[src/core/mult_interlock_pkg.sv]
package mult_interlock_pkg;

    // ************************************************************
    // timing
    // ************************************************************
    localparam int              CLOCK_PERIOD_NS  = 20;
    localparam int              COUNT_WIDTH      = 3;
    localparam logic [2:0]      WORD_BUSY_CYCLES = 3'h2;
    localparam logic [2:0]      LONG_BUSY_CYCLES = 3'h4;
    localparam logic [2:0]      NO_BUSY_CYCLES   = 3'h0;
    localparam int              EXTEND_WIDTH     = 8;
    localparam logic [7:0]      EXTEND_MAX       = 8'hFF;

    // ************************************************************
    // instruction classes
    // ************************************************************
    typedef enum logic [3:0]
    {
        OP_NONE                  = 4'h0,
        OP_WORD_MULTIPLY         = 4'h1,
        OP_DOUBLE_SIGNED         = 4'h2,
        OP_DOUBLE_UNSIGNED       = 4'h3,
        OP_LONG_LOW_PRODUCT      = 4'h4,
        OP_WORD_MAC              = 4'h5,
        OP_LONG_MAC              = 4'h6,
        OP_STORE_SYS             = 4'h7,
        OP_STORE_SYS_TO_MEMORY   = 4'h8,
        OP_LOAD_SYS              = 4'h9,
        OP_LOAD_SYS_FROM_MEMORY  = 4'hA
    } op_type;

    typedef enum logic [1:0]
    {
        ST_OPEN   = 2'b00,
        ST_EXTEND = 2'b01,
        ST_SPLIT  = 2'b10
    } slot_state_type;

    typedef struct packed
    {
        logic   valid;
        op_type op;
        logic   second;
    } ma_req_type;

    typedef struct packed
    {
        logic   valid;
        op_type op;
    } decode_req_type;

    typedef struct packed
    {
        logic       legal;
        logic       mult_access;
        logic       exempt_word;
        logic       bus_contend;
        logic [2:0] busy_load;
        logic       busy_word;
    } ma_class_type;

    function automatic logic is_double_length(input op_type op);
        is_double_length = (op == OP_DOUBLE_SIGNED) || (op == OP_DOUBLE_UNSIGNED)
                        || (op == OP_LONG_LOW_PRODUCT);
    endfunction

    function automatic logic has_second_ma(input op_type op);
        has_second_ma = is_double_length(op) || (op == OP_WORD_MAC) || (op == OP_LONG_MAC);
    endfunction

endpackage

[src/core/multiplier_contention_interlock.sv]
// Notes on behaviour
// - word multiply reaches multiplier in its access stage
// - word multiply leaves multiplier busy two cycles
// - back-to-back multiply access waits, one slot
// - spaced multiplier instructions pass without stall
// - multiply access meeting fetch splits the slot
// - double-length after word multiply never stalls
// - accumulator-to-register move gets multiplier access stage
// - accumulator store: one stage reads, writes memory
// - accumulator store stage contends with fetch
// - register-to-accumulator load waits, contends with fetch
// - memory-to-accumulator load waits, contends with fetch
// - double-length: two access stages, second uses multiplier
// - double-length leaves multiplier busy four cycles
// - decode after double-length stalls one slot
// - both double-length access stages split on fetch
// - no extra stall when follower ignores multiplier
// - multiplier users after double-length are interlocked
`timescale 1ns/10ps
module multiplier_contention_interlock
(
    input  wire logic                            clock_i,
    input  wire logic                            rstn_i,
    input  mult_interlock_pkg::ma_req_type       ma_req_i,
    input  wire logic                            fetch_req_i,
    input  mult_interlock_pkg::decode_req_type   decode_req_i,
    output logic                                 ma_done_o,
    output logic                                 ma_hold_o,
    output logic                                 mult_access_o,
    output logic                                 fetch_grant_o,
    output logic                                 slot_end_o,
    output logic                                 decode_stall_o,
    output logic                                 illegal_o,
    output logic                                 busy_o,
    output logic [2:0]                           busy_count_o,
    output logic [7:0]                           extend_count_o
);

    // ************************************************************
    // declarations
    // ************************************************************
    mult_interlock_pkg::ma_class_type   ma_class;
    mult_interlock_pkg::slot_state_type state;
    mult_interlock_pkg::slot_state_type next_state;

    logic       next_ma_done;
    logic       next_ma_hold;
    logic       next_mult_access;
    logic       next_fetch_grant;
    logic       next_slot_end;
    logic       next_decode_stall;
    logic       next_illegal;
    logic [7:0] next_extend_count;

    logic       take_ma;
    logic       blocked;
    logic       load_busy;
    logic [2:0] counter_value;
    logic       counter_word;
    logic       counter_busy;

    // ************************************************************
    // submodules
    // ************************************************************
    op_classifier u_classifier
    (
        .ma_req_i (ma_req_i),
        .class_o  (ma_class)
    );

    mult_busy_counter u_busy
    (
        .clock_i       (clock_i),
        .rstn_i        (rstn_i),
        .load_i        (load_busy),
        .load_value_i  (ma_class.busy_load),
        .load_word_i   (ma_class.busy_word),
        .count_o       (counter_value),
        .word_source_o (counter_word),
        .busy_o        (counter_busy)
    );

    // ************************************************************
    // contention decode
    // ************************************************************
    // the cycle after a completed access is an ack cycle: the
    // requester moves on at that edge, so a still-present request
    // must not be taken twice
    assign take_ma = ma_req_i.valid && !ma_done_o
                  && (state != mult_interlock_pkg::ST_SPLIT);

    // a word multiply's busy period does not block the multiplier
    // stage of a double-length multiply or an accumulate
    assign blocked = ma_class.mult_access
                  && (counter_value != 3'h0)
                  && !(counter_word && ma_class.exempt_word);

    assign load_busy = take_ma && ma_class.legal && !blocked
                    && ma_class.mult_access;

    // ************************************************************
    // slot sequencing
    // ************************************************************
    always_comb
    begin
        next_state        = state;
        next_ma_done      = 1'b0;
        next_ma_hold      = 1'b0;
        next_mult_access  = 1'b0;
        next_fetch_grant  = 1'b0;
        next_slot_end     = 1'b0;
        next_illegal      = 1'b0;
        next_extend_count = extend_count_o;
        case (state)
            mult_interlock_pkg::ST_OPEN,
            mult_interlock_pkg::ST_EXTEND:
            begin
                if (take_ma && !ma_class.legal)
                begin
                    // unknown class: finish the stage with no multiplier use
                    next_illegal     = 1'b1;
                    next_ma_done     = 1'b1;
                    next_slot_end    = 1'b1;
                    next_fetch_grant = fetch_req_i;
                    next_state       = mult_interlock_pkg::ST_OPEN;
                end
                else if (take_ma && blocked)
                begin
                    // stage stretched; the bus stays with it, fetch waits
                    next_ma_hold = 1'b1;
                    next_state   = mult_interlock_pkg::ST_EXTEND;
                    if (state == mult_interlock_pkg::ST_OPEN)
                    begin
                        next_extend_count = 8'h01;
                    end
                    else if (extend_count_o != mult_interlock_pkg::EXTEND_MAX)
                    begin
                        next_extend_count = extend_count_o + 8'h01;
                    end
                end
                else if (take_ma)
                begin
                    next_ma_done     = 1'b1;
                    next_mult_access = ma_class.mult_access;
                    if (state == mult_interlock_pkg::ST_OPEN)
                    begin
                        next_extend_count = 8'h00;
                    end
                    if (fetch_req_i && ma_class.bus_contend)
                    begin
                        // access first, fetch in a second cycle of the slot
                        next_state = mult_interlock_pkg::ST_SPLIT;
                    end
                    else
                    begin
                        next_slot_end    = 1'b1;
                        next_fetch_grant = fetch_req_i;
                        next_state       = mult_interlock_pkg::ST_OPEN;
                    end
                end
                else if (!ma_done_o)
                begin
                    // no access stage: a plain one-cycle slot
                    next_slot_end    = 1'b1;
                    next_fetch_grant = fetch_req_i;
                    next_state       = mult_interlock_pkg::ST_OPEN;
                end
                else
                begin
                    next_state = mult_interlock_pkg::ST_OPEN;
                end
            end
            mult_interlock_pkg::ST_SPLIT:
            begin
                next_fetch_grant = 1'b1;
                next_slot_end    = 1'b1;
                next_state       = mult_interlock_pkg::ST_OPEN;
            end
            default:
            begin
                next_state = mult_interlock_pkg::ST_OPEN;
            end
        endcase
    end

    // ************************************************************
    // decode stall after double-length multiply
    // ************************************************************
    // a new double-length decode wins over the slot end that clears
    // the previous one, so back-to-back stalls are never dropped
    always_comb
    begin
        next_decode_stall = decode_stall_o;
        if (decode_req_i.valid && mult_interlock_pkg::is_double_length(decode_req_i.op))
        begin
            next_decode_stall = 1'b1;
        end
        else if (next_slot_end)
        begin
            next_decode_stall = 1'b0;
        end
    end

    // ************************************************************
    // registers
    // ************************************************************
    always_ff @(posedge clock_i)
    begin
        if (!rstn_i)
        begin
            state          <= mult_interlock_pkg::ST_OPEN;
            ma_done_o      <= 1'b0;
            ma_hold_o      <= 1'b0;
            mult_access_o  <= 1'b0;
            fetch_grant_o  <= 1'b0;
            slot_end_o     <= 1'b0;
            decode_stall_o <= 1'b0;
            illegal_o      <= 1'b0;
            extend_count_o <= 8'h00;
        end
        else
        begin
            state          <= next_state;
            ma_done_o      <= next_ma_done;
            ma_hold_o      <= next_ma_hold;
            mult_access_o  <= next_mult_access;
            fetch_grant_o  <= next_fetch_grant;
            slot_end_o     <= next_slot_end;
            decode_stall_o <= next_decode_stall;
            illegal_o      <= next_illegal;
            extend_count_o <= next_extend_count;
        end
    end

    // busy state is held in the counter's own flops
    assign busy_o       = counter_busy;
    assign busy_count_o = counter_value;

endmodule

[src/core/op_classifier.sv]
`timescale 1ns/10ps
module op_classifier
(
    input  mult_interlock_pkg::ma_req_type   ma_req_i,
    output mult_interlock_pkg::ma_class_type class_o
);

    always_comb
    begin
        class_o             = '0;
        class_o.legal       = ma_req_i.valid;
        class_o.bus_contend = 1'b1;
        class_o.busy_load   = mult_interlock_pkg::NO_BUSY_CYCLES;
        if (ma_req_i.second && !mult_interlock_pkg::has_second_ma(ma_req_i.op))
        begin
            class_o.legal = 1'b0;
        end
        case (ma_req_i.op)
            mult_interlock_pkg::OP_WORD_MULTIPLY:
            begin
                class_o.mult_access = 1'b1;
                class_o.busy_load   = mult_interlock_pkg::WORD_BUSY_CYCLES;
                class_o.busy_word   = 1'b1;
            end
            mult_interlock_pkg::OP_DOUBLE_SIGNED,
            mult_interlock_pkg::OP_DOUBLE_UNSIGNED,
            mult_interlock_pkg::OP_LONG_LOW_PRODUCT:
            begin
                // only the second access stage touches the multiplier
                class_o.mult_access = ma_req_i.second;
                class_o.exempt_word = 1'b1;
                class_o.busy_load   = ma_req_i.second ? mult_interlock_pkg::LONG_BUSY_CYCLES
                                                      : mult_interlock_pkg::NO_BUSY_CYCLES;
            end
            mult_interlock_pkg::OP_WORD_MAC,
            mult_interlock_pkg::OP_LONG_MAC:
            begin
                class_o.mult_access = ma_req_i.second;
                class_o.exempt_word = 1'b1;
            end
            mult_interlock_pkg::OP_STORE_SYS,
            mult_interlock_pkg::OP_STORE_SYS_TO_MEMORY,
            mult_interlock_pkg::OP_LOAD_SYS,
            mult_interlock_pkg::OP_LOAD_SYS_FROM_MEMORY:
            begin
                class_o.mult_access = 1'b1;
            end
            default:
            begin
                class_o.legal       = 1'b0;
                class_o.bus_contend = 1'b0;
            end
        endcase
    end

endmodule

[src/core/mult_busy_counter.sv]
`timescale 1ns/10ps
module mult_busy_counter
(
    input  wire logic       clock_i,
    input  wire logic       rstn_i,
    input  wire logic       load_i,
    input  wire logic [2:0] load_value_i,
    input  wire logic       load_word_i,
    output logic [2:0]      count_o,
    output logic            word_source_o,
    output logic            busy_o
);

    logic [2:0] next_count;
    logic       next_word_source;

    // ************************************************************
    // down-counter of multiplier busy cycles
    // ************************************************************
    always_comb
    begin
        next_count       = count_o;
        next_word_source = word_source_o;
        if (load_i)
        begin
            next_count       = load_value_i;
            next_word_source = load_word_i;
        end
        else if (count_o != 3'h0)
        begin
            next_count = count_o - 3'h1;
        end
    end

    always_ff @(posedge clock_i)
    begin
        if (!rstn_i)
        begin
            count_o       <= 3'h0;
            word_source_o <= 1'b0;
            busy_o        <= 1'b0;
        end
        else
        begin
            count_o       <= next_count;
            word_source_o <= next_word_source;
            busy_o        <= (next_count != 3'h0);
        end
    end

endmodule

[config.mk]
export PLATFORM = sky130hd
export DESIGN_NAME = multiplier_contention_interlock
export DESIGN_NICKNAME = d
export VERILOG_FILES = /design/src/core/mult_interlock_pkg.sv /design/src/core/multiplier_contention_interlock.sv /design/src/core/op_classifier.sv /design/src/core/mult_busy_counter.sv
export SDC_FILE = /design/constraint.sdc
export NUM_CORES = 1
export LEC_CHECK = 0
export BUFFER_PORTS_ARGS = -buffer_cell sky130_fd_sc_hd__buf_4
export CAP_MARGIN = 20
export CELL_PAD_IN_SITES_DETAIL_PLACEMENT = 0
export CELL_PAD_IN_SITES_GLOBAL_PLACEMENT = 1
export CORE_AREA = 8 8 88 58
export CTS_CLUSTER_SIZE = 12
export DETAILED_ROUTE_END_ITERATION = 16
export DIE_AREA = 0 0 96 66
export PLACE_DENSITY_LB_ADDON = 0.1
export SLEW_MARGIN = 0
export SYNTH_ARGS = -nofsm -noshare
export SYNTH_HDL_FRONTEND = slang
export SYNTH_SLANG_ARGS = --single-unit
[constraint.sdc]
create_clock -name clock_i -period 2.1 [get_ports clock_i]
set_clock_uncertainty 0.05 [all_clocks]
set_input_delay 0.42 -clock clock_i [delete_from_list [all_inputs] [get_ports clock_i]]
set_output_delay 0.42 -clock clock_i [all_outputs]
set_load 0.05 [all_outputs]
-- After elaboration in Yosys (flattened, before gate mapping)
Index checks and enable logic that the tools add are counted.
- register bits: 22
- add/sub/neg operators: 2
- equal/unequal tests: 17
- mux-type cells: 37
- bitwise logic cells: 4
- reduce and logical (&&, ||, !) cells: 40
- operators by type and width (cell ; count):
    8-bit 2-to-1 mux ; 5
    1-bit 2-to-1 mux ; 24
    4-bit by 3-bit equality test with 1-bit output, second input constant ; 5
    4-bit by 2-bit equality test with 1-bit output, second input constant ; 4
    5-bit OR reduction ; 3
    1-bit logical AND ; 13
    4-bit equality test, second input constant ; 3
    10-bit OR reduction ; 1
    3-bit 2-to-1 mux ; 3
    8-bit by 1-bit adder with 8-bit output, second input constant ; 1
    8-bit != test, second input constant ; 1
    2-bit nonzero test ; 4
    1-bit logical OR ; 6
    1-bit case mux with 2 select lines ; 3
    3-bit case mux with 2 select lines ; 1
    3-bit nonzero test ; 2
    3-bit OR reduction ; 2
    1-bit logical NOT ; 5
    5-bit AND reduction ; 1
    4-bit by 1-bit equality test with 1-bit output, second input constant ; 1
    1-bit NOT ; 4
    3-bit by 1-bit subtractor with 3-bit output, second input constant ; 1
    2-bit by 1-bit equality test with 1-bit output, second input constant ; 1
    2-bit equality test, second input constant ; 1
    5 further kinds ; 5

-- Depth between registers and ports, before layout
Gate-level depths: netlist (run 1).
- word-level depth: 15
- depth in mapped cells: 9
- mapped depth without buffers: 8

-- Modules after synthesis
A second synthesis (run 1) with hierarchy kept.
- cells, all modules: 156
- area, all modules: 1321.3 um^2
- by module, submodules not included (module ; times used ; cells an instance ; area an instance (um^2) ; sequential area each (um^2)):
    multiplier_contention_interlock ; 1 ; 100 ; 863.3 ; 320.3
    mult_busy_counter ; 1 ; 29 ; 280.3 ; 100.1
    op_classifier ; 1 ; 27 ; 177.7 ; 0.0

-- Least setup slack after synthesis (run 1)
No wires, ideal clock.
- path type: reg-to-reg
- start point: register u_busy.count_o[0]
- end point: register extend_count_o[7]
- arrival: 2.395 ns
- data required time: 1.954 ns
- slack: -0.440 ns
- stages on the path, launching flop included: 9
- buffers on the path: 0
- cells stage by stage: dfxtp_1 inv_1 ha_1 ha_1 a41oi_2 o21ai_2 o21a_1 or4_4 o41ai_2
- cells in the longest elaborated chain, start to end: 6
- elaborated cells on any way between the ends: 8
- RTL lines (what ; line ; source):
    start: declaration ; mult_busy_counter.sv:9 ; output logic [2:0] count_o,
    start signal: assignment ; mult_busy_counter.sv:45 ; count_o <= next_count;
    3-bit nonzero test (*) ; multiplier_contention_interlock.sv:95 ; && (counter_value != 3'h0)
    1-bit logical AND (*) ; multiplier_contention_interlock.sv:95 ;
    1-bit logical AND (*) ; multiplier_contention_interlock.sv:96 ; && !(counter_word && ma_class.exempt_word);
    1-bit logical AND (*) ; multiplier_contention_interlock.sv:127 ; else if (take_ma && blocked)
    2-bit nonzero test (no source line) ; -- ;
    5-bit AND reduction (no source line) ; -- ;
    end signal: assignment ; multiplier_contention_interlock.sv:231 ; extend_count_o <= next_extend_count;
    end: declaration ; multiplier_contention_interlock.sv:36 ; output logic [7:0] extend_count_o
Every way passes the cells marked *; elsewhere a longest branch is shown, timed or not.
A chain may end at the register's enable or synchronous reset.

==> results by group, run 1 <==
Clocking
  • H-tree depth: 1
  • Clock transition at path regs: 0.08 ns
  • Clock latency on the worst-skew pair: around 0.26 ns
  • Clk sinks: 21
  • CTS Buf Count: 3
  • Clk buf depth: 2
  • Root Driver: clkbuf_8
  • CTS Hold Bufs: 0
  • CTS tree: done

Worst setup path
  • Worst path bufs/invs: 0
  • Peak fanout along the critical path: 6
  • CP peak stage delay: 0.54 ns
  • Critical R2R Launch: ma_hold_o
  • Crit end category: flop
  • Critical Path RT: 2.22 ns
  • Worst Setup Path Type: flop to flop
  • Critical path startpoint: ma_hold_o
  • WP data arrival: about 2.2 ns
  • CP cell instances: and2b_2 > a2111oi_4 > o21ai_2 > o21a_1 > or4_4 > o41ai_2
  • CP delay by family, top: compound AO/OA/AOI/OAI gates
  • Startpoint types: flop
  • Highest-delay cell along the critical path: or4_4

Floorplan
  • Die area: around 0.0063 mm^2
  • Die height: about 66 um
  • Initial Util: 0.330
  • Die width: between 90 and 100 um
  • Core Rows: 18
  • CORE AREA: 0.00390 mm^2
  • Ports: 33

Cells and area
  • Fin cells: ~260
  • Nets: about 230
  • Ratio of cells with drive above 1 in the final layout: 0.495
  • Commonest non-fill, non-tap cell in the layout: buf_4
  • P&R area growth vs syn: 55.1%
  • FILL cells: roughly 380
  • Fin util: 0.513
  • Ant diodes: 0
  • Commonest cells after routing, fill and taps aside: buf_4, dfxtp_1, nor2_1, o21ai_1, nor3_1
  • Register area: about 440 um^2
  • Multi-input logic area: approximately 920 um^2

Routing
  • DR vias: about 1,300
  • DRC errors left: 0
  • Vias per inst: about 5
  • DRT iter0 DRCs: 131
  • Final wirelength: between 3 and 4 mm
  • Wire per inst: between 10 and 15 um
  • Post-route ant nets: 0
  • Router iterations before antenna repair: 4

STA
  • Worst slew pin tran: 0.342 ns
  • Final setup vio count: 1
  • WHS: around 0.36 ns
  • Setup ws final: -0.0108 ns
  • Slew Limit Fails: 0
  • Relative slew slack: 0.770
  • Final Hold Viols: 0
  • Post-layout min period: 2.11 ns
  • RSZ-0062 raised after global routing: true
  • Peak Freq: ~0.47 GHz
  • Final worst-path cycle share: 1.01

Yosys
  • FFs w/ async S/R, synth: 0
  • Syn nets: around 160
  • Prevailing post-synth register cell: dfxtp_1
  • Register area share after synthesis: 0.327
  • Cell count after synthesis: ~150
  • Syn_area_per_cell: 8.82 um^2
  • Distinct cell type count after synthesis: 48
  • Warnings from Yosys: 0
  • Post-Syn Area: about 0.0013 mm^2
  • Seq cells post-synth: 21
  • Post-synth EDFFs: 0

GRT
  • GRT Util Overall: 0.122
  • Largest net degree at the start of global routing: 21
  • First-pass GRT wire length: around 6.1 mm
  • Global route total overflow: 0
  • Antenna violations before repair: 0
  • Vias in the first global route: 1,278

Power
  • Max VDD drop: 0.417 mV
  • Leakage power: just over 0.8 nW
  • Tot Pwr: about 1.2 mW
  • Cell Pwr Density: 617 mW/mm^2

Placement
  • Placed wire-length estimate: about 2.9 mm
  • Inst Count DP: approximately 250
  • Global placer's final weighted congestion: around 0.77
  • Setup WS pre-CTS: -0.209 ns
  • Port bufs: 32

Worst hold path
  • Hold path startpoint: fetch_req_i
  • Hold WC Path Type: input port to flop

Run
  • Max-cap violations: 0

Run status
  • Status: finished, violations left
  • Failing checks: setup timing
worst reg2reg max path, stage by stage, from the launching register on:
cell and delay, ns:
dfxtp_4 0.35, and2b_2 0.25, a2111oi_4 0.31, o21ai_2 0.13
o21a_1 0.20, or4_4 0.54, o41ai_2 0.20
cells in the mapped netlist (2+ instances only):
| cell | instances | area, um^2 |
|---|---|---|
| dfxtp_1 | 21 | 420 |
| nor2_1 | 12 | 45.0 |
| nor3_1 | 8 | 40.0 |
| o21ai_1 | 8 | 40.0 |
| a21oi_1 | 7 | 35.0 |
| and3_1 | 7 | 43.8 |
| inv_1 | 6 | 22.5 |
| nand3b_1 | 6 | 45.0 |
| o311ai_1 | 6 | 52.6 |
| nand2_1 | 5 | 18.8 |
| ha_1 | 4 | 50.1 |
| nand2b_1 | 4 | 25.0 |
| o21ai_0 | 4 | 20.0 |
| clkbuf_1 | 3 | 11.3 |
| mux2i_1 | 3 | 30.0 |
| nand3_1 | 3 | 15.0 |
| nor3b_1 | 3 | 22.5 |
| o21a_1 | 3 | 22.5 |
| and2_1 | 2 | 12.5 |
| buf_6 | 2 | 22.5 |
| mux2_2 | 2 | 22.5 |
path summary, 6_finish.rpt:
kind	end	slack [ns]	depth (start not counted)
setup reg to reg	extend_count_o[7]	-0.01	6
setup / recovery	extend_count_o[7]	-0.01	6
hold / removal	state[1]	0.36	3
hold reg to reg	decode_stall_o	0.44	2
routing by layer:
metal / wire length, um / vias to the layer above / global-route usage
met3: 216 / 2 / 0.0465
met4: 11 / 0 / 0.0210
met1: 1950 / 610 / 0.165
met5: 0 / - / 0
met2: 1620 / 27 / 0.179
li1: - / 665 / -
flip-flops by register name, indices dropped and copies added (netlist names):
register,cells
slot_end_o,1
u_busy.count_o,3
ma_done_o,1
u_busy.busy_o,1
extend_count_o,8
mult_access_o,1
u_busy.word_source_o,1
fetch_grant_o,1
state,1
illegal_o,1
ma_hold_o,1
decode_stall_o,1
power by group:
| group | switching, mW | leakage [nW] | total, mW | internal, mW |
|---|---|---|---|---|
| logic | 0.290 | 0.621 | 0.517 | 0.227 |
| registers | 0.0173 | 0.176 | 0.449 | 0.431 |
| clock network | 0.132 | 0.0228 | 0.267 | 0.135 |
cells by family after synthesis:
| kind of cell | after synthesis | synth area share |
|---|---|---|
| AND/OR/NAND/NOR | 61 | 0.281 |
| flip-flops | 21 | 0.327 |
| XOR/XNOR | 1 | 0.00680 |
| buffers and inverters | 14 | 0.0661 |
| multiplexers | 5 | 0.0408 |
| adder cells (fa/ha/maj) | 4 | 0.0389 |
| AO/OA/AOI/OAI | 40 | 0.240 |
timing repair:
action                     in CTS  in global routing
resized for setup               6                 12
hold endpoints to repair        0                  0
setup endpoints to repair       2                  9
gates cloned                    0                  0
pin swaps                       1                  3
setup buffers                   0                  4
area by class of cell:
| cell class | instances | share of cell area |
|---|---|---|
| sequential | 21 | 0.221 |
| clock buffer | 4 | 0.0226 |
| timing repair buffer | 64 | 0.251 |
| multi-input combinational | 111 | 0.463 |
| tap | 50 | 0.0313 |
| inverter | 6 | 0.0113 |
metrics by stage:
step	TNS (ns)	area, um^2
3_3_place_gp	-0.868	1830
3_5_place_dp	-1.17	1830
6_report	-0.0108	2000
2_1_floorplan	-0.145	1380
5_1_grt	-0.265	2000
4_1_cts	-0.0269	1910
(Power assumes the default switching activity.)
==> run 2, diff against run 1 <==
--- a/config.mk
+++ b/config.mk
@@ -9,10 +9,10 @@
 export CAP_MARGIN = 20
 export CELL_PAD_IN_SITES_DETAIL_PLACEMENT = 0
 export CELL_PAD_IN_SITES_GLOBAL_PLACEMENT = 1
-export CORE_AREA = 8 8 88 58
+export CORE_AREA = 2 2 82 52
 export CTS_CLUSTER_SIZE = 12
 export DETAILED_ROUTE_END_ITERATION = 16
-export DIE_AREA = 0 0 96 66
+export DIE_AREA = 0 0 84 54
 export PLACE_DENSITY_LB_ADDON = 0.1
 export SLEW_MARGIN = 0
 export SYNTH_ARGS = -nofsm -noshare
==> run 2 against run 1 <==
Effect of this change:
- the flow still finishes with violations (setup timing)
- worst hold slack worse by 0.0035 ns
- cell count up 1.2%
- worst setup slack worse by 0.029 ns
- die area down 28%
- combinational power up 3%
- sequential cell count unchanged
- utilization up 0.35 points
- sequential share of layout area down 0.15 points
- fmax down 1.4%
- cell area up 0.69%
- critical path type unchanged
- largest cell class unchanged
==> results by group, run 2 (same netlist as run 1, synthesis figures left out) <==
Run status
  • Status: finished, violations left
  • Failing checks: setup timing

Worst setup path
  • R2R setup slack: -0.04 ns
  • Startpoint types: flop
  • Highest-delay cell along the critical path: or4_4
  • Critical Path RT: about 2.3 ns
  • Peak fanout along the critical path: 3
  • Critical path startpoint: ma_hold_o
  • Crit end category: flop
  • CP cell instances: and2b_2 > buf_4 > a2111oi_4 > o21ai_2 > buf_4 > or4_4 > buf_6 > o21ai_2
  • Worst Setup Path Type: flop to flop
  • CP peak stage delay: ~0.57 ns
  • WP data arrival: between 2 and 2.5 ns
  • Critical R2R Launch: ma_hold_o

GRT
  • Vias in the first global route: 1,317
  • Antenna violations before repair: 0
  • Busiest grt layer: met2
  • GRT Util Overall: 0.162
  • Global route total overflow: 0
  • M2 GR Usage: 0.285
  • Largest net degree at the start of global routing: 21
  • GR Util met1: 0.213
  • GRT met3 Usage: 0.0353
  • First-pass GRT wire length: slightly below 6 mm

Floorplan
  • Ports: 33
  • Core Rows: 18
  • Die height: 54 um
  • CORE AREA: around 0.0039 mm^2
  • Die width: about 84 um
  • Die area: between 0.004 and 0.005 mm^2
  • Initial Util: 0.330

Clocking
  • Clk buf depth: 2
  • Clock transition at path regs: 0.08 ns
  • Root Driver: clkbuf_8
  • Clock latency on the worst-skew pair: about 0.26 ns
  • Clk sinks: 21
  • H-tree depth: 1
  • CTS Buf Count: 3
  • CTS Hold Bufs: 0
  • CTS tree: done

Cells and area
  • Commonest non-fill, non-tap cell in the layout: buf_4
  • Largest registers: extend_count_o (8), u_busy.count_o (3)
  • FILL cells: around 370
  • Nets: around 230
  • Max reg flops: 8
  • Ratio of cells with drive above 1 in the final layout: 0.522
  • P&R area growth vs syn: 56.2%
  • Top reg by flops: extend_count_o
  • Ant diodes: 0
  • Commonest cells after routing, fill and taps aside: buf_4, dfxtp_1, nor2_1, nor3_1
  • Fin util: 0.516

Placement
  • Placed wire-length estimate: 2.61 mm
  • Global placer's final weighted congestion: 0.852
  • Port bufs: 32
  • Setup WS pre-CTS: -0.230 ns

Routing
  • Router iterations before antenna repair: 4
  • DR vias: 1,316
  • Vias per inst: between 5 and 6
  • DRT iter0 DRCs: between 50 and 60
  • Final wirelength: 3.45 mm
  • Wire per inst: ~13 um
  • Post-route ant nets: 0
  • DRC errors left: 0

STA
  • Final setup vio count: 7
  • RSZ-0062 raised after global routing: true
  • Post-layout min period: roughly 2.1 ns
  • Relative slew slack: 0.783
  • Final Hold Viols: 0
  • Setup ws final: -0.0401 ns
  • WHS: 0.355 ns
  • Final worst-path cycle share: 1.02
  • TNS Setup: -0.225 ns
  • Slew Limit Fails: 0
  • Worst slew pin tran: ~0.32 ns
  • Peak Freq: 0.467 GHz

Worst hold path
  • Hold WC Path Type: input port to flop
  • Hold path startpoint: fetch_req_i

Power
  • Cell Pwr Density: approximately 620 mW/mm^2
  • Leakage power: about 0.85 nW
  • Max VDD drop: approximately 0.46 mV

Run
  • Max-cap violations: 0
run 2: cell count changes in the layout (fill, tap and decap cells not counted), moves of 2 or more:
cell      before  now
o311ai_4       2    0
o21ai_2        1    5
o21ai_1        9    5
buf_4         61   64
o311ai_1       4    6
run 2: path summary, 6_finish.rpt:
kind,depth (start not counted),to
setup / recovery,8,extend_count_o[5]
hold / removal,3,state[1]
setup reg to reg,8,extend_count_o[5]
hold reg to reg,2,decode_stall_o
run 2: power breakdown:
| part | internal (mW) | switching [mW] | leakage, nW |
|---|---|---|---|
| logic | 0.244 | 0.290 | 0.648 |
| clock network | 0.132 | 0.136 | 0.0255 |
| registers | 0.431 | 0.0156 | 0.176 |
run 2: cell type report:
class,count,area [um^2],area share
multi-input combinational,111,915,0.455
timing repair buffer,67,523,0.260
sequential,21,442,0.220
tap,50,62.6,0.0311
clock buffer,3,41.3,0.0205
inverter,6,22.5,0.0112
clock inverter,1,5.00,0.00249
run 2: metrics by stage:
step	cells	power, mW	area (um^2)
finish	259	1.25	2010
global route	259	1.34	2010
CTS	258	1.26	1960
detailed placement	248	0.933	1830
global placement	248	0.926	1830
floorplan	146	0.774	1380
run 2: repair_timing:
action	CTS	global route
pin swaps	6	12
endpoints found under the hold margin	0	0
buffers inserted	6	1
setup endpoints to repair	5	9
gates resized for setup	8	10
gates cloned	0	0
run 2: layer usage:
layer  share of wire  wire, um
met2            0.44      1530
met3           0.035       122
met1            0.52      1780
met5               0         0
met4          0.0035        12
run 2: critical path: cells and delay by family (launching register included):
kind	cells	cell delay, ns
DFF	1	0.35
and+or+nand+nor	2	0.81
buffers and inverters	3	0.45
AOI/OAI and AO/OA	3	0.43
==> run 3, diff against run 2 <==
--- a/config.mk
+++ b/config.mk
@@ -9,12 +9,14 @@
 export CAP_MARGIN = 20
 export CELL_PAD_IN_SITES_DETAIL_PLACEMENT = 0
 export CELL_PAD_IN_SITES_GLOBAL_PLACEMENT = 1
-export CORE_AREA = 2 2 82 52
+export CORE_AREA = 2 2 83 53
 export CTS_CLUSTER_SIZE = 12
 export DETAILED_ROUTE_END_ITERATION = 16
-export DIE_AREA = 0 0 84 54
-export PLACE_DENSITY_LB_ADDON = 0.1
+export DIE_AREA = 0 0 85 55
+export PLACE_DENSITY = 0.83
+export SETUP_SLACK_MARGIN = 0.2
 export SLEW_MARGIN = 0
 export SYNTH_ARGS = -nofsm -noshare
 export SYNTH_HDL_FRONTEND = slang
+export SYNTH_HIERARCHICAL = 1
 export SYNTH_SLANG_ARGS = --single-unit
==> run 3 against run 2 <==
Effect of this change:
- the flow now finishes without violations
- via count decreased by 3.9%
- die area increased by 3.1%
- non-clock buffer count decreased by 18
- worst setup slack improved by 0.28 ns
- clock power decreased by 2%
- critical path type is now input port to flop
- critical path depth unchanged
- global-route usage decreased by 2.1 points
- synthesized area increased by 2.6%
- sequential share of layout area increased by 1.2 points
- cell area decreased by 9.8%
- sequential power increased by 4%
- utilization decreased by 5.6 points
- highest routed layer unchanged
==> results by group, run 3 <==
Clocking
  • Post-CTS setup buffer count: 0
  • CTS tree: done
  • Clock transition at path regs: around 0.08 ns
  • Clock latency on the worst-skew pair: approximately 0.26 ns
  • CTS Hold Bufs: 0
  • H-tree depth: 1
  • CTS Buf Count: 3
  • Clk buf depth: 2
  • Root Driver: clkbuf_8
  • Clk sinks: 21

Worst setup path
  • Worst Setup Path Type: input port to flop
  • WP data arrival: between 1.5 and 2 ns
  • Peak fanout along the critical path: 8
  • Crit end category: flop
  • Startpoint types: input port
  • Critical Path RT: ~2.2 ns

STA
  • Peak Freq: ~0.54 GHz
  • RSZ-0062 raised after global routing: false
  • Final Hold Viols: 0
  • Final worst-path cycle share: 0.885
  • Slew Limit Fails: 0
  • Post-layout min period: 1.86 ns
  • Final setup vio count: 0

Worst hold path
  • Hold WC Path Type: input port to flop

Cells and area
  • Fin util: 0.460
  • P&R area growth vs syn: 37.3%
  • Nets: approximately 220
  • Commonest cells after routing, fill and taps aside: buf_4, dfxtp_1, nor2_1, o21ai_0, inv_1
  • Commonest non-fill, non-tap cell in the layout: buf_4
  • Ant diodes: 0
  • Top reg by flops: extend_count_o
  • Largest registers: extend_count_o (8), u_busy/count_o (3)
  • Multi-input logic area: between 800 and 900 um^2
  • Design area: between 0.0015 and 0.002 mm^2
  • Fin cells: 250
  • Ratio of cells with drive above 1 in the final layout: 0.365
  • FILL cells: just under 400
  • Max reg flops: 8
  • Register area: between 400 and 500 um^2

Power
  • Leakage power: approximately 0.74 nW
  • Max VDD drop: 0.817 mV
  • Tot Pwr: between 1 and 1.5 mW
  • Cell Pwr Density: ~740 mW/mm^2

Routing
  • Final wirelength: 3.22 mm
  • Vias per inst: just over 5
  • DRT iter0 DRCs: 90
  • DRC errors left: 0
  • DR vias: 1,265
  • Post-route ant nets: 0
  • Wire per inst: about 13 um
  • Router iterations before antenna repair: 4

Yosys
  • Commonest cells post-synth: dfxtp_1, nor2_1, inv_1, nand2_1, o21ai_0
  • Post-Syn Area: 0.00132 mm^2
  • Most frequent cell after synthesis: dfxtp_1
  • Prevailing post-synth register cell: dfxtp_1
  • Synth top area share: 0.318
  • Post-synth top area cell: dfxtp_1
  • Syn_area_per_cell: 8.47 um^2
  • Syn nets: ~170
  • Warnings from Yosys: 6
  • Seq cells post-synth: 21
  • Post-synth EDFFs: 0
  • Register area share after synthesis: 0.318
  • Distinct cell type count after synthesis: 50
  • Cell count after synthesis: 156
  • Synth area leaders: dfxtp_1, nor2_1, mux2i_1
  • FFs w/ async S/R, synth: 0

Floorplan
  • Ports: 33
  • Initial Util: 0.335
  • Core Rows: 18
  • Die height: around 55 um
  • Die area: 0.00468 mm^2
  • Die width: 85 um
  • CORE AREA: 0.00394 mm^2

GRT
  • Global route total overflow: 0
  • Largest net degree at the start of global routing: 17
  • Vias in the first global route: between 1,000 and 1,500
  • Antenna violations before repair: 0
  • GRT Util Overall: 0.141
  • First-pass GRT wire length: about 5 mm

Placement
  • Placed wire-length estimate: about 2.4 mm
  • DP Area: between 0.0015 and 0.002 mm^2
  • Inst Count DP: 246
  • Port bufs: 32
  • Global placer's final weighted congestion: around 0.82

Run status
  • Status: complete, no violations

Run
  • Max-cap violations: 0
==> run 3: changes by cell type after synthesis, sizes merged, moves of 4 or more <==
cell,change
nor2,+8
nor3,-5
nand3,+4
o311ai,-6
nand2,+4
buf,+6
nand4,+4
o221a,+5
nand3b,-5
==> run 3: worst paths after layout <==
| kind | endpoint | slack, ns | cells after the start | start |
|---|---|---|---|---|
| worst max register to register | u_busy/count_o[0] | 0.35 | 8 | u_busy/count_o[1] |
| worst min register to register | u_busy/word_source_o | 0.51 | 2 | u_busy/word_source_o |
| worst max-delay path | extend_count_o[2] | 0.24 | 8 | ma_req_i[1] |
| worst min-delay path | state[1] | 0.42 | 3 | fetch_req_i |
==> run 3: repair_timing <==
item,in CTS,in global routing
pin swaps,1,1
endpoints found under the setup margin,2,9
gates resized for setup,1,9
==> run 3: stage by stage <==
step / hold WS [ns] / worst slack (ns) / TNS [ns]
2_1_floorplan: 0.476 / -0.00276 / -0.00276
3_3_place_gp: 0.507 / -0.0853 / -0.352
3_5_place_dp: 0.499 / -0.0753 / -0.256
4_1_cts: 0.402 / 0.205 / 0
5_1_grt: 0.415 / 0.199 / 0
6_report: 0.415 / 0.242 / 0
==> run 3: metal layers <==
metal	track usage	wire [um]	up-vias
met3	0.0386	222	2
met5	0	0	-
met4	0.0238	23	0
met1	0.211	1840	566
li1	-	-	653
met2	0.202	1140	44
==> run 3: critical path, cell delays in order <==
cell and delay (ns):
buf_6 0.11, a21o_1 0.18, a22oi_1 0.17, and3_4 0.21, and4bb_4 0.28, o21ai_4 0.07, o21a_4 0.24, o311a_1 0.29
==> run 3: area by class of cell <==
| class | count | area share |
|---|---|---|
| well taps | 50 | 0.0345 |
| flip-flops and latches | 21 | 0.232 |
| clock buffers | 4 | 0.0248 |
| multi-input cells | 117 | 0.477 |
| repair buffers | 49 | 0.214 |
| inverters | 9 | 0.0186 |
==> run 3: power breakdown <==
group	switching [mW]	total, mW	internal, mW	leakage, nW
Combinational	0.350	0.615	0.265	0.548
Sequential	0.0297	0.466	0.436	0.171
Clock	0.128	0.263	0.135	0.0228
==> run 3: logic make-up (layout without fill, tap and decap cells) <==
| logic type | Yosys count | in the layout | synth area share |
|---|---|---|---|
| compound gates | 38 | 38 | 0.230 |
| xor+xnor | 1 | 1 | 0.00663 |
| fa+ha+maj | 4 | 4 | 0.0379 |
| buf+inv | 18 | 62 | 0.0748 |
| flops | 21 | 21 | 0.318 |
| mux | 6 | 6 | 0.0455 |
| other cells | 1 | 1 | 0.00284 |
| simple gates | 67 | 67 | 0.284 |
